--- src/hw/ots_pkg.sv ---
// Constants, register map and shared types for the oscillator trim and spread block
package ots_pkg;

	// ==========================================================
	// Bus widths
	localparam int unsigned ADDR_W = 16;
	localparam int unsigned DATA_W = 8;

	// ==========================================================
	// Register map
	localparam logic [15:0] MAIN_REG_TRIM_ADDR = 16'ha000;
	localparam logic [15:0] OSC_COARSE_TRIM_SPREAD_ADDR = 16'ha001;
	localparam logic [15:0] OSC_FINE_TRIM_ADDR = 16'ha002;

	// ==========================================================
	// Reset values
	localparam logic [7:0] MAIN_REG_TRIM_RST = 8'hff;
	localparam logic [7:0] OSC_COARSE_TRIM_SPREAD_RST = 8'h00;
	localparam logic [7:0] OSC_FINE_TRIM_RST = 8'h8e;
	localparam logic [7:0] READ_ZERO = 8'h00;

	// ==========================================================
	// Fields of the coarse trim and spread register
	localparam int unsigned RATE_HI = 7;
	localparam int unsigned RATE_LO = 4;
	localparam int unsigned AMP_HI = 3;
	localparam int unsigned AMP_LO = 2;
	localparam int unsigned RANGE_HI = 1;
	localparam int unsigned RANGE_LO = 0;

	// ==========================================================
	// Sweep amplitude codes and their peak deviation
	localparam logic [1:0] AMP_CODE_4 = 2'h0;
	localparam logic [1:0] AMP_CODE_8 = 2'h1;
	localparam logic [1:0] AMP_CODE_16 = 2'h2;
	localparam logic [1:0] AMP_CODE_32 = 2'h3;
	localparam int unsigned OFS_W = 7;
	localparam logic signed [6:0] DEV_4 = 7'sh04;
	localparam logic signed [6:0] DEV_8 = 7'sh08;
	localparam logic signed [6:0] DEV_16 = 7'sh10;
	localparam logic signed [6:0] DEV_32 = 7'sh20;
	localparam logic signed [6:0] OFS_ZERO = 7'sh00;
	localparam logic signed [6:0] OFS_STEP = 7'sh01;
	localparam logic [3:0] RATE_OFF = 4'h0;
	localparam logic [3:0] RATE_ONE = 4'h1;
	localparam logic [3:0] CNT_ZERO = 4'h0;

	// ==========================================================
	// Clamp bounds of the oscillator control code
	localparam logic signed [9:0] TRIM_CLAMP_MIN = 10'sh000;
	localparam logic signed [9:0] TRIM_CLAMP_MAX = 10'sh0ff;

	// ==========================================================
	// Power modes and sweep direction states
	typedef enum logic [2:0] {
		PM_NORMAL = 3'h0,
		PM_PMM = 3'h1,
		PM_IDLE = 3'h2,
		PM_STOP = 3'h3,
		PM_SLEEP = 3'h4
	} ots_pmode_e;

	typedef enum logic [1:0] {
		SW_HOLD = 2'h0,
		SW_UP = 2'h1,
		SW_DOWN = 2'h3
	} ots_sweep_e;

endpackage

--- src/hw/ots_sweep_gen.sv ---
// Triangular sweep offset generator for the oscillator fine trim
`timescale 1ns/1ps
module ots_sweep_gen
	import ots_pkg::*;
(
	input wire logic clk,
	input wire logic rstn,
	input wire logic clkEn,
	input wire logic [3:0] sweepRateCode,
	input wire logic [1:0] sweepAmplitudeCode,
	output logic signed [6:0] sweepOfs
);

	ots_sweep_e state_r, state_nxt;
	logic signed [6:0] ofs_r, ofs_nxt;
	logic [3:0] cnt_r, cnt_nxt;
	logic signed [6:0] dev;
	logic spreadOn;
	logic tick;

	// ==========================================================
	// Next state
	always_comb begin
		case (sweepAmplitudeCode)
			AMP_CODE_32: dev = DEV_32; // RL11
			AMP_CODE_16: dev = DEV_16; // RL11
			AMP_CODE_8: dev = DEV_8; // RL11
			default: dev = DEV_4; // RL11
		endcase
		spreadOn = sweepRateCode != RATE_OFF; // RL10
		// >= so a rate lowered to or below the count ends the current wait at once
		tick = cnt_r >= (sweepRateCode - RATE_ONE); // RL14 RL15 RL18
		state_nxt = state_r;
		ofs_nxt = ofs_r;
		cnt_nxt = tick ? CNT_ZERO : cnt_r + RATE_ONE;
		if (!spreadOn) begin
			state_nxt = SW_HOLD; // RL17
			ofs_nxt = OFS_ZERO; // RL17
			cnt_nxt = CNT_ZERO;
		end else if (tick) begin
			case (state_r)
				SW_UP: begin
					// Past a shrunken peak it walks back one step at a time
					if (ofs_r >= dev) begin
						state_nxt = SW_DOWN; // RL17
						ofs_nxt = ofs_r - OFS_STEP; // RL17 RL18
					end else begin
						ofs_nxt = ofs_r + OFS_STEP; // RL17
					end
				end
				SW_DOWN: begin
					if (ofs_r <= -dev) begin
						state_nxt = SW_UP; // RL17
						ofs_nxt = ofs_r + OFS_STEP; // RL17 RL18
					end else begin
						ofs_nxt = ofs_r - OFS_STEP; // RL17
					end
				end
				default: begin
					state_nxt = SW_UP;
					ofs_nxt = ofs_r + OFS_STEP; // RL17
				end
			endcase
		end
	end

	// ==========================================================
	// Registers
	always_ff @(posedge clk or negedge rstn) begin
		if (!rstn) begin
			state_r <= SW_HOLD;
			ofs_r <= OFS_ZERO;
			cnt_r <= CNT_ZERO;
		end else if (clkEn) begin
			state_r <= state_nxt;
			ofs_r <= ofs_nxt;
			cnt_r <= cnt_nxt;
		end
	end

	assign sweepOfs = ofs_r;

endmodule // ots_sweep_gen

--- src/hw/ots_analog_ctrl.sv ---
// Trim registers, power gating and spread-spectrum control for the analog support blocks
`timescale 1ns/1ps

// ==========================================================
// Overview
// Software trims the main regulator and the internal
// oscillator through three byte registers. The power mode
// input decides which analog blocks are powered. A sweep
// generator moves the fine trim in a triangle when spread
// spectrum is selected.

// Behaviour
// [RL1] Main regulator on except SLEEP; backup then
// [RL2] Main regulator enable on after reset
// [RL3] Regulator trim resets to ff, read/write
// [RL4] Regulator trim passes to regulator unchanged
// [RL5] Voltage reference on only in normal mode
// [RL6] Oscillator enabled except in STOP mode
// [RL7] Oscillator gating without glitches or extra edges
// [RL8] Oscillator trims return to defaults on reset
// [RL9] Coarse register: rate, amplitude, range fields
// [RL10] Rate code zero disables spreading
// [RL11] Amplitude code selects deviation 4/8/16/32
// [RL12] Output is fine trim plus sweep offset
// [RL13] Coarse range code drives oscillator directly
// [RL14] Sweep steps once every rate-code cycles
// [RL15] Full sweep period follows rate and deviation
// [RL16] Modulated code clamped to 0..255
// [RL17] Triangle steps by one, zero when off
// [RL18] Code changes apply at next update, glitch-free
module ots_analog_ctrl
	import ots_pkg::*;
(
	input wire logic clk,
	input wire logic rstn,
	input wire logic clkEn,
	input wire logic [2:0] powerMode,
	input wire logic [15:0] addr,
	input wire logic [7:0] wrData,
	input wire logic wrEn,
	input wire logic rdEn,
	output logic [7:0] rdData,
	output logic [7:0] mainRegulatorTrim,
	output logic mainRegEn,
	output logic backupRegEn,
	output logic refEn,
	output logic oscEn,
	output logic [1:0] coarseRangeCode,
	output logic [7:0] modulatedTrimOutput
);

	// ==========================================================
	// Declarations
	logic [7:0] mainRegulatorTrim_r, mainRegulatorTrim_nxt;
	logic [7:0] oscCoarseTrimSpread_r, oscCoarseTrimSpread_nxt;
	logic [7:0] oscFineTrim_r, oscFineTrim_nxt;
	logic [7:0] rdData_r, rdData_nxt;

	logic mainRegEn_r, mainRegEn_nxt;
	logic backupRegEn_r, backupRegEn_nxt;
	logic refEn_r, refEn_nxt;
	logic oscEn_r, oscEn_nxt;

	logic [1:0] coarseRange_r, coarseRange_nxt;
	logic [7:0] modTrim_r, modTrim_nxt;

	logic [3:0] sweepRateCode;
	logic [1:0] sweepAmplitudeCode;
	logic [1:0] coarseRangeField;
	logic signed [6:0] sweepOfs;
	logic signed [9:0] trimSum;

	logic hitMainTrim;
	logic hitCoarse;
	logic hitFine;

	ots_pmode_e mode;

	// ==========================================================
	// Field split of the coarse trim and spread register
	assign sweepRateCode = oscCoarseTrimSpread_r[RATE_HI:RATE_LO]; // RL9
	assign sweepAmplitudeCode = oscCoarseTrimSpread_r[AMP_HI:AMP_LO]; // RL9
	assign coarseRangeField = oscCoarseTrimSpread_r[RANGE_HI:RANGE_LO]; // RL9

	// Unknown codes fall back to normal mode below
	assign mode = ots_pmode_e'(powerMode);

	// ==========================================================
	// Address decode
	assign hitMainTrim = addr == MAIN_REG_TRIM_ADDR;
	assign hitCoarse = addr == OSC_COARSE_TRIM_SPREAD_ADDR;
	assign hitFine = addr == OSC_FINE_TRIM_ADDR;

	// ==========================================================
	// Register writes
	always_comb begin
		mainRegulatorTrim_nxt = mainRegulatorTrim_r;
		oscCoarseTrimSpread_nxt = oscCoarseTrimSpread_r;
		oscFineTrim_nxt = oscFineTrim_r;
		if (wrEn) begin
			if (hitMainTrim) begin
				mainRegulatorTrim_nxt = wrData; // RL3
			end
			if (hitCoarse) begin
				// Fields land together; the sweep sees them on its next update
				oscCoarseTrimSpread_nxt = wrData; // RL9 RL18
			end
			if (hitFine) begin
				oscFineTrim_nxt = wrData;
			end
		end
	end

	always_ff @(posedge clk or negedge rstn) begin
		if (!rstn) begin
			mainRegulatorTrim_r <= MAIN_REG_TRIM_RST; // RL3
			oscCoarseTrimSpread_r <= OSC_COARSE_TRIM_SPREAD_RST; // RL8 RL9
			oscFineTrim_r <= OSC_FINE_TRIM_RST; // RL8
		end else if (clkEn) begin
			mainRegulatorTrim_r <= mainRegulatorTrim_nxt;
			oscCoarseTrimSpread_r <= oscCoarseTrimSpread_nxt;
			oscFineTrim_r <= oscFineTrim_nxt;
		end
	end

	// ==========================================================
	// Register reads
	// Data stand for exactly one cycle after the strobe
	always_comb begin
		rdData_nxt = READ_ZERO;
		if (rdEn) begin
			if (hitMainTrim) begin
				rdData_nxt = mainRegulatorTrim_r; // RL3
			end else if (hitCoarse) begin
				rdData_nxt = oscCoarseTrimSpread_r; // RL9
			end else begin
				// Fine trim is write-only; unmapped reads give zero
				rdData_nxt = READ_ZERO;
			end
		end
	end

	always_ff @(posedge clk or negedge rstn) begin
		if (!rstn) begin
			rdData_r <= READ_ZERO;
		end else if (clkEn) begin
			rdData_r <= rdData_nxt;
		end
	end

	// ==========================================================
	// Power gating of the analog blocks
	always_comb begin
		mainRegEn_nxt = 1'b1;
		backupRegEn_nxt = 1'b0;
		refEn_nxt = 1'b0;
		oscEn_nxt = 1'b1;
		case (mode)
			PM_NORMAL: begin
				refEn_nxt = 1'b1; // RL5
			end
			PM_STOP: begin
				oscEn_nxt = 1'b0; // RL6
			end
			PM_SLEEP: begin
				mainRegEn_nxt = 1'b0; // RL1
				backupRegEn_nxt = 1'b1; // RL1
			end
			PM_PMM, PM_IDLE: begin
				refEn_nxt = 1'b0; // RL5
			end
			default: begin
				refEn_nxt = 1'b1;
			end
		endcase
	end

	// Enables change only on a clock edge, so the oscillator sees clean
	// levels; its own stop/start is edge-safe by construction
	always_ff @(posedge clk or negedge rstn) begin
		if (!rstn) begin
			mainRegEn_r <= 1'b1; // RL2
			backupRegEn_r <= 1'b0;
			refEn_r <= 1'b1;
			oscEn_r <= 1'b1;
		end else if (clkEn) begin
			mainRegEn_r <= mainRegEn_nxt; // RL1
			backupRegEn_r <= backupRegEn_nxt; // RL1
			refEn_r <= refEn_nxt; // RL5
			oscEn_r <= oscEn_nxt; // RL6 RL7
		end
	end

	// ==========================================================
	// Sweep generator
	ots_sweep_gen uSweep (
		.clk(clk),
		.rstn(rstn),
		.clkEn(clkEn),
		.sweepRateCode(sweepRateCode), // RL14
		.sweepAmplitudeCode(sweepAmplitudeCode), // RL11
		.sweepOfs(sweepOfs)
	);

	// ==========================================================
	// Oscillator control code
	// Sum is widened so the clamp sees the true overshoot
	assign trimSum = $signed({2'b00, oscFineTrim_r}) + 10'(sweepOfs); // RL12

	always_comb begin
		coarseRange_nxt = coarseRangeField; // RL13
		if (sweepRateCode == RATE_OFF) begin
			modTrim_nxt = oscFineTrim_r; // RL10
		end else if (trimSum < TRIM_CLAMP_MIN) begin
			modTrim_nxt = TRIM_CLAMP_MIN[7:0]; // RL16
		end else if (trimSum > TRIM_CLAMP_MAX) begin
			modTrim_nxt = TRIM_CLAMP_MAX[7:0]; // RL16
		end else begin
			modTrim_nxt = trimSum[7:0]; // RL12 RL15
		end
	end

	always_ff @(posedge clk or negedge rstn) begin
		if (!rstn) begin
			coarseRange_r <= OSC_COARSE_TRIM_SPREAD_RST[RANGE_HI:RANGE_LO]; // RL8
			modTrim_r <= OSC_FINE_TRIM_RST; // RL8
		end else if (clkEn) begin
			coarseRange_r <= coarseRange_nxt; // RL13
			modTrim_r <= modTrim_nxt;
		end
	end

	// ==========================================================
	// Outputs, all straight from flip-flops
	assign rdData = rdData_r;
	assign mainRegulatorTrim = mainRegulatorTrim_r; // RL4
	assign mainRegEn = mainRegEn_r;
	assign backupRegEn = backupRegEn_r;
	assign refEn = refEn_r;
	assign oscEn = oscEn_r;
	assign coarseRangeCode = coarseRange_r;
	assign modulatedTrimOutput = modTrim_r;

endmodule // ots_analog_ctrl

--- config.mk ---
export PLATFORM = sky130hd
export DESIGN_NAME = ots_analog_ctrl
export DESIGN_NICKNAME = d
export VERILOG_FILES = /design/src/hw/ots_pkg.sv /design/src/hw/ots_sweep_gen.sv /design/src/hw/ots_analog_ctrl.sv
export SDC_FILE = /design/constraint.sdc
export NUM_CORES = 1
export LEC_CHECK = 0
export BUFFER_PORTS_ARGS = -buffer_cell sky130_fd_sc_hd__buf_2
export CORE_AREA = 8 8 77 106
export CTS_CLUSTER_SIZE = 20
export DETAILED_ROUTE_END_ITERATION = 12
export DIE_AREA = 0 0 85 114
export GPL_ROUTABILITY_DRIVEN = 0
export PLACE_DENSITY = 0.79
export SLEW_MARGIN = 40
export SYNTH_ARGS = -nofsm -noshare
export SYNTH_HDL_FRONTEND = slang
export SYNTH_SLANG_ARGS = --single-unit
export TNS_END_PERCENT = 10
--- constraint.sdc ---
create_clock -name clk -period 3.65 [get_ports clk]
set_input_delay 0.1825 -clock clk [delete_from_list [all_inputs] [get_ports clk]]
set_output_delay 0.1825 -clock clk [all_outputs]
set_load 0.005 [all_outputs]
==> impl_metrics.py <==
metrics = {
    "outcome": {
        "outcome": "finished, final reports clean",
    },
    "sta": {
        "slew_viol_final": 0,
        "final-setup-viol-count": 0,
        "rsz0062_at_grt": "no",
        "hold_viol_final": 0,
        "finalCritPeriodShare": 0.8523,
        "fin_skew_ns": 0.01108,
        "setup_tns_ns": 0,
        "fin_ws_ns": 0.5390,
        "max_freq_mhz": 321.4,
        "slew_headroom": 0.5167,
        "post-route-min-period_ns": 3.111,
        "tightest_slew_ns": 0.7158,
    },
    "floorplan": {
        "die_area_mm2": 0.009690,
        "die_w_um": 85,
        "rows": 35,
        "chipHeight_um": 114,
        "core_area_mm2": 0.006525,
        "pin_count": 62,
        "start_util": 0.5524,
    },
    "clocking": {
        "cts_tree": "done",
        "path_clk_slew_ns": 0.08,
        "worst_skew_pair.late_latency_ns": 0.34,
        "ctsResizeCount": 0,
        "cts_root_buf": "clkbuf_8",
        "post-cts-setup-buffer-count": 0,
        "h-tree-depth": 3,
        "clkSinkCount": 59,
        "cts_made_buffers": 9,
        "hold_buffers": 1,
        "clock_path_buffers": 2,
    },
    "placement": {
        "place_area_mm2": 0.003951,
        "dp_slack_ns": 0.6034,
        "dp_hpwl_mm": 7.049,
        "numPortBuffers": 61,
        "numPlacedInstances": 475,
    },
    "yosys": {
        "synth-seq-cells": 59,
        "yosys-top-cells-area": "dfrtp_1 28%, dfstp_2 14%, ha_1 9.4%",
        "synthTopCellsByCount": "40 x dfrtp_1, 27 x ha_1, 25 x mux2_2",
        "yosysTopAreaCell": "dfrtp_1",
        "ys_seq_area_frac": 0.4162,
        "synth_fp_nets": 413,
        "syn_area_mm2": 0.003605,
        "syn_avg_cell_area_um2": 10.21,
        "synth_cells": 353,
        "synth_async_sr_flop_share": 1.000,
        "yosysWarnings": 0,
        "synth_cell_types": 58,
        "synth_edf_count": 0,
        "yosysTopAreaCellShare": 0.2777,
        "synth-main-ff-cell": "dfrtp_1",
        "synth.most_common_cell": "dfrtp_1",
    },
    "worst_setup_path": {
        "path_buf_inv": 0,
        "cp_slowest_cell": "dfrtp_1",
        "end_kind": "flip-flop",
        "worstSetupStartpointType": "flip-flop",
        "path_common_cell": "ha_1",
        "crit_type": "reg -> reg",
        "cp_top_family": "simple AND/OR/NAND/NOR gates",
        "worstPathRequired_ns": 3.87,
        "arrival_ns": 3.33,
        "critical_path_peak_fanout": 9,
        "crit_chain": "or2_2 -> ha_1 -> nor2b_1 -> ha_1 -> nor3_1 -> o2bb2ai_1 -> mux2i_1 -> and2_1 -> a2111oi_0 -> a311o_1",
        "slowest_delay_ns": 0.45,
    },
    "route": {
        "vias": 3107,
        "detail_route.vias_per_cell": 6.315,
        "drc_errors": 0,
        "firstDrtPassIters": 4,
        "avgRoutedWirePerCell_um": 19.13,
        "drtIter0Drc": 245,
        "routed_wirelength_mm": 9.412,
        "drtAntennaViolNets": 0,
    },
    "final_layout": {
        "multi_input_area_mm2": 0.001968,
        "seq_area_mm2": 0.001500,
        "fill_cells": 511,
        "design_area_mm2": 0.004167,
        "post_route_cells_drive_above_1_share": 0.3062,
        "n_antenna_cell": 0,
        "area_growth_pct": 15.58,
        "finalNonFillerCells": 492,
        "final_util": 0.6385,
        "final_nets": 473,
    },
    "min_path": {
        "hp-class": "in -> reg",
    },
    "global_routing": {
        "grt_pass1_wl_mm": 15.35,
        "grt_usage": 0.1992,
        "grt_antenna_before_repair": 0,
        "grt_max_degree": 38,
        "grt-ovfl-total": 0,
        "grt_pass1_vias": 3213,
    },
    "pwr": {
        "power_density_mw_per_mm2": 329.4,
        "peakVddDrop_uv": 386.8,
        "p_leak_nw": 2.100,
    },
    "job": {
        "drv_cap": 0,
    },
}
## layout by cell type (no fill, tap or decap), types with 2 or more instances in the layout
cell	Yosys	layout
a2111oi_0	3	3
a21o_1	3	3
a21oi_1	14	14
a22oi_1	8	8
a2bb2oi_1	7	7
a311oi_1	2	2
a31oi_1	6	6
and2_1	4	4
and3_1	6	6
buf_2	1	60
buf_4	1	3
clkbuf_8	0	9
dfrtp_1	40	40
dfstp_2	19	19
ha_1	27	27
inv_1	17	17
inv_6	0	4
mux2_2	25	25
mux2i_1	3	3
nand2_1	23	23
nand2b_1	4	4
nand3_1	13	13
nand4_1	2	2
nor2_1	22	22
nor2b_1	2	2
nor3_1	5	5
nor4_1	5	5
o211a_1	3	3
o211ai_1	6	6
o21a_1	5	5
o21ai_0	15	15
o2bb2ai_1	14	14
o31a_1	3	3
or2_2	2	2
or4_1	2	2
xnor2_1	6	6
xor2_1	2	2
## sequential cells by signal, indices dropped and copies added (netlist names), 2 cells and up
signal / count
coarseRangeCode: 2
mainRegulatorTrim: 8
modulatedTrimOutput: 8
oscCoarseTrimSpread_r: 8
oscFineTrim_r: 8
rdData: 8
uSweep.cnt_r: 4
uSweep.state_r: 2
uSweep.sweepOfs: 7
## kinds of logic (layout without fill, tap and decap cells)
group                    after synthesis  in the layout  synth area share
AND/OR/NAND/NOR                       96             96            0.1371
flip-flops                            59             59            0.4162
adder cells (fa/ha/maj)               28             28           0.09927
AO/OA/AOI/OAI                        101            101            0.2038
XOR/XNOR                               8              8           0.01944
buffers and inverters                 33             98           0.03783
multiplexers                          28             28           0.08643
## where the power goes
group | internal (mW) | leakage, nW | switching [mW] | total [mW]
clock | 0.326 | 0.101 | 0.303 | 0.628
sequential | 0.664 | 0.754 | 0.00467 | 0.669
combinational | 0.0287 | 1.24 | 0.0464 | 0.0751
## metal layers
layer / vias to the layer above / routed length [µm] / track usage
met4: 0 / 248 / 0.09666
met3: 22 / 487 / 0.04532
met1: 1500 / 3894 / 0.2227
li1: 1447 / - / -
met5: - / 0 / 0
met2: 138 / 4782 / 0.3468
## worst paths after layout
check | start | to | slack [ns] | cells after the start
max | oscCoarseTrimSpread_r[3] | uSweep.sweepOfs[2] | 0.54 | 10
min | powerMode[1] | oscEn | 0.04 | 2
max reg2reg | oscCoarseTrimSpread_r[3] | uSweep.sweepOfs[2] | 0.54 | 10
min reg2reg | rdData[2] | rdData[2] | 0.49 | 1
max in group asynchronous | rstn | modulatedTrimOutput[7] | 2.55 | 3
min in group asynchronous | rstn | modulatedTrimOutput[6] | 0.35 | 2
## per-stage QoR
stage                     total power, mW  hold slack (ns)
final                               1.372          0.03521
after global routing                1.423          0.05021
after CTS                           1.380          0.04048
after detailed placement           0.7558           0.1777
after global placement             0.7527           0.3308
after floorplan                    0.7048          -0.1131
## layout make-up
| type | instances | share of cell area |
|---|---|---|
| clock buffers | 9 | 0.02973 |
| clock inverters | 7 | 0.01952 |
| inverters | 18 | 0.01622 |
| multi-input cells | 261 | 0.4724 |
| flip-flops and latches | 59 | 0.3601 |
| well taps | 74 | 0.02222 |
| repair buffers | 64 | 0.07988 |
## worst reg2reg max path, delay by kind of cell, from the launching register on
kind	cells	cell delay (ns)
mux	1	0.37
fa+ha+maj	2	0.41
simple gates	4	1.06
flops	1	0.45
compound gates	3	0.71
(Power assumes the default switching activity.)
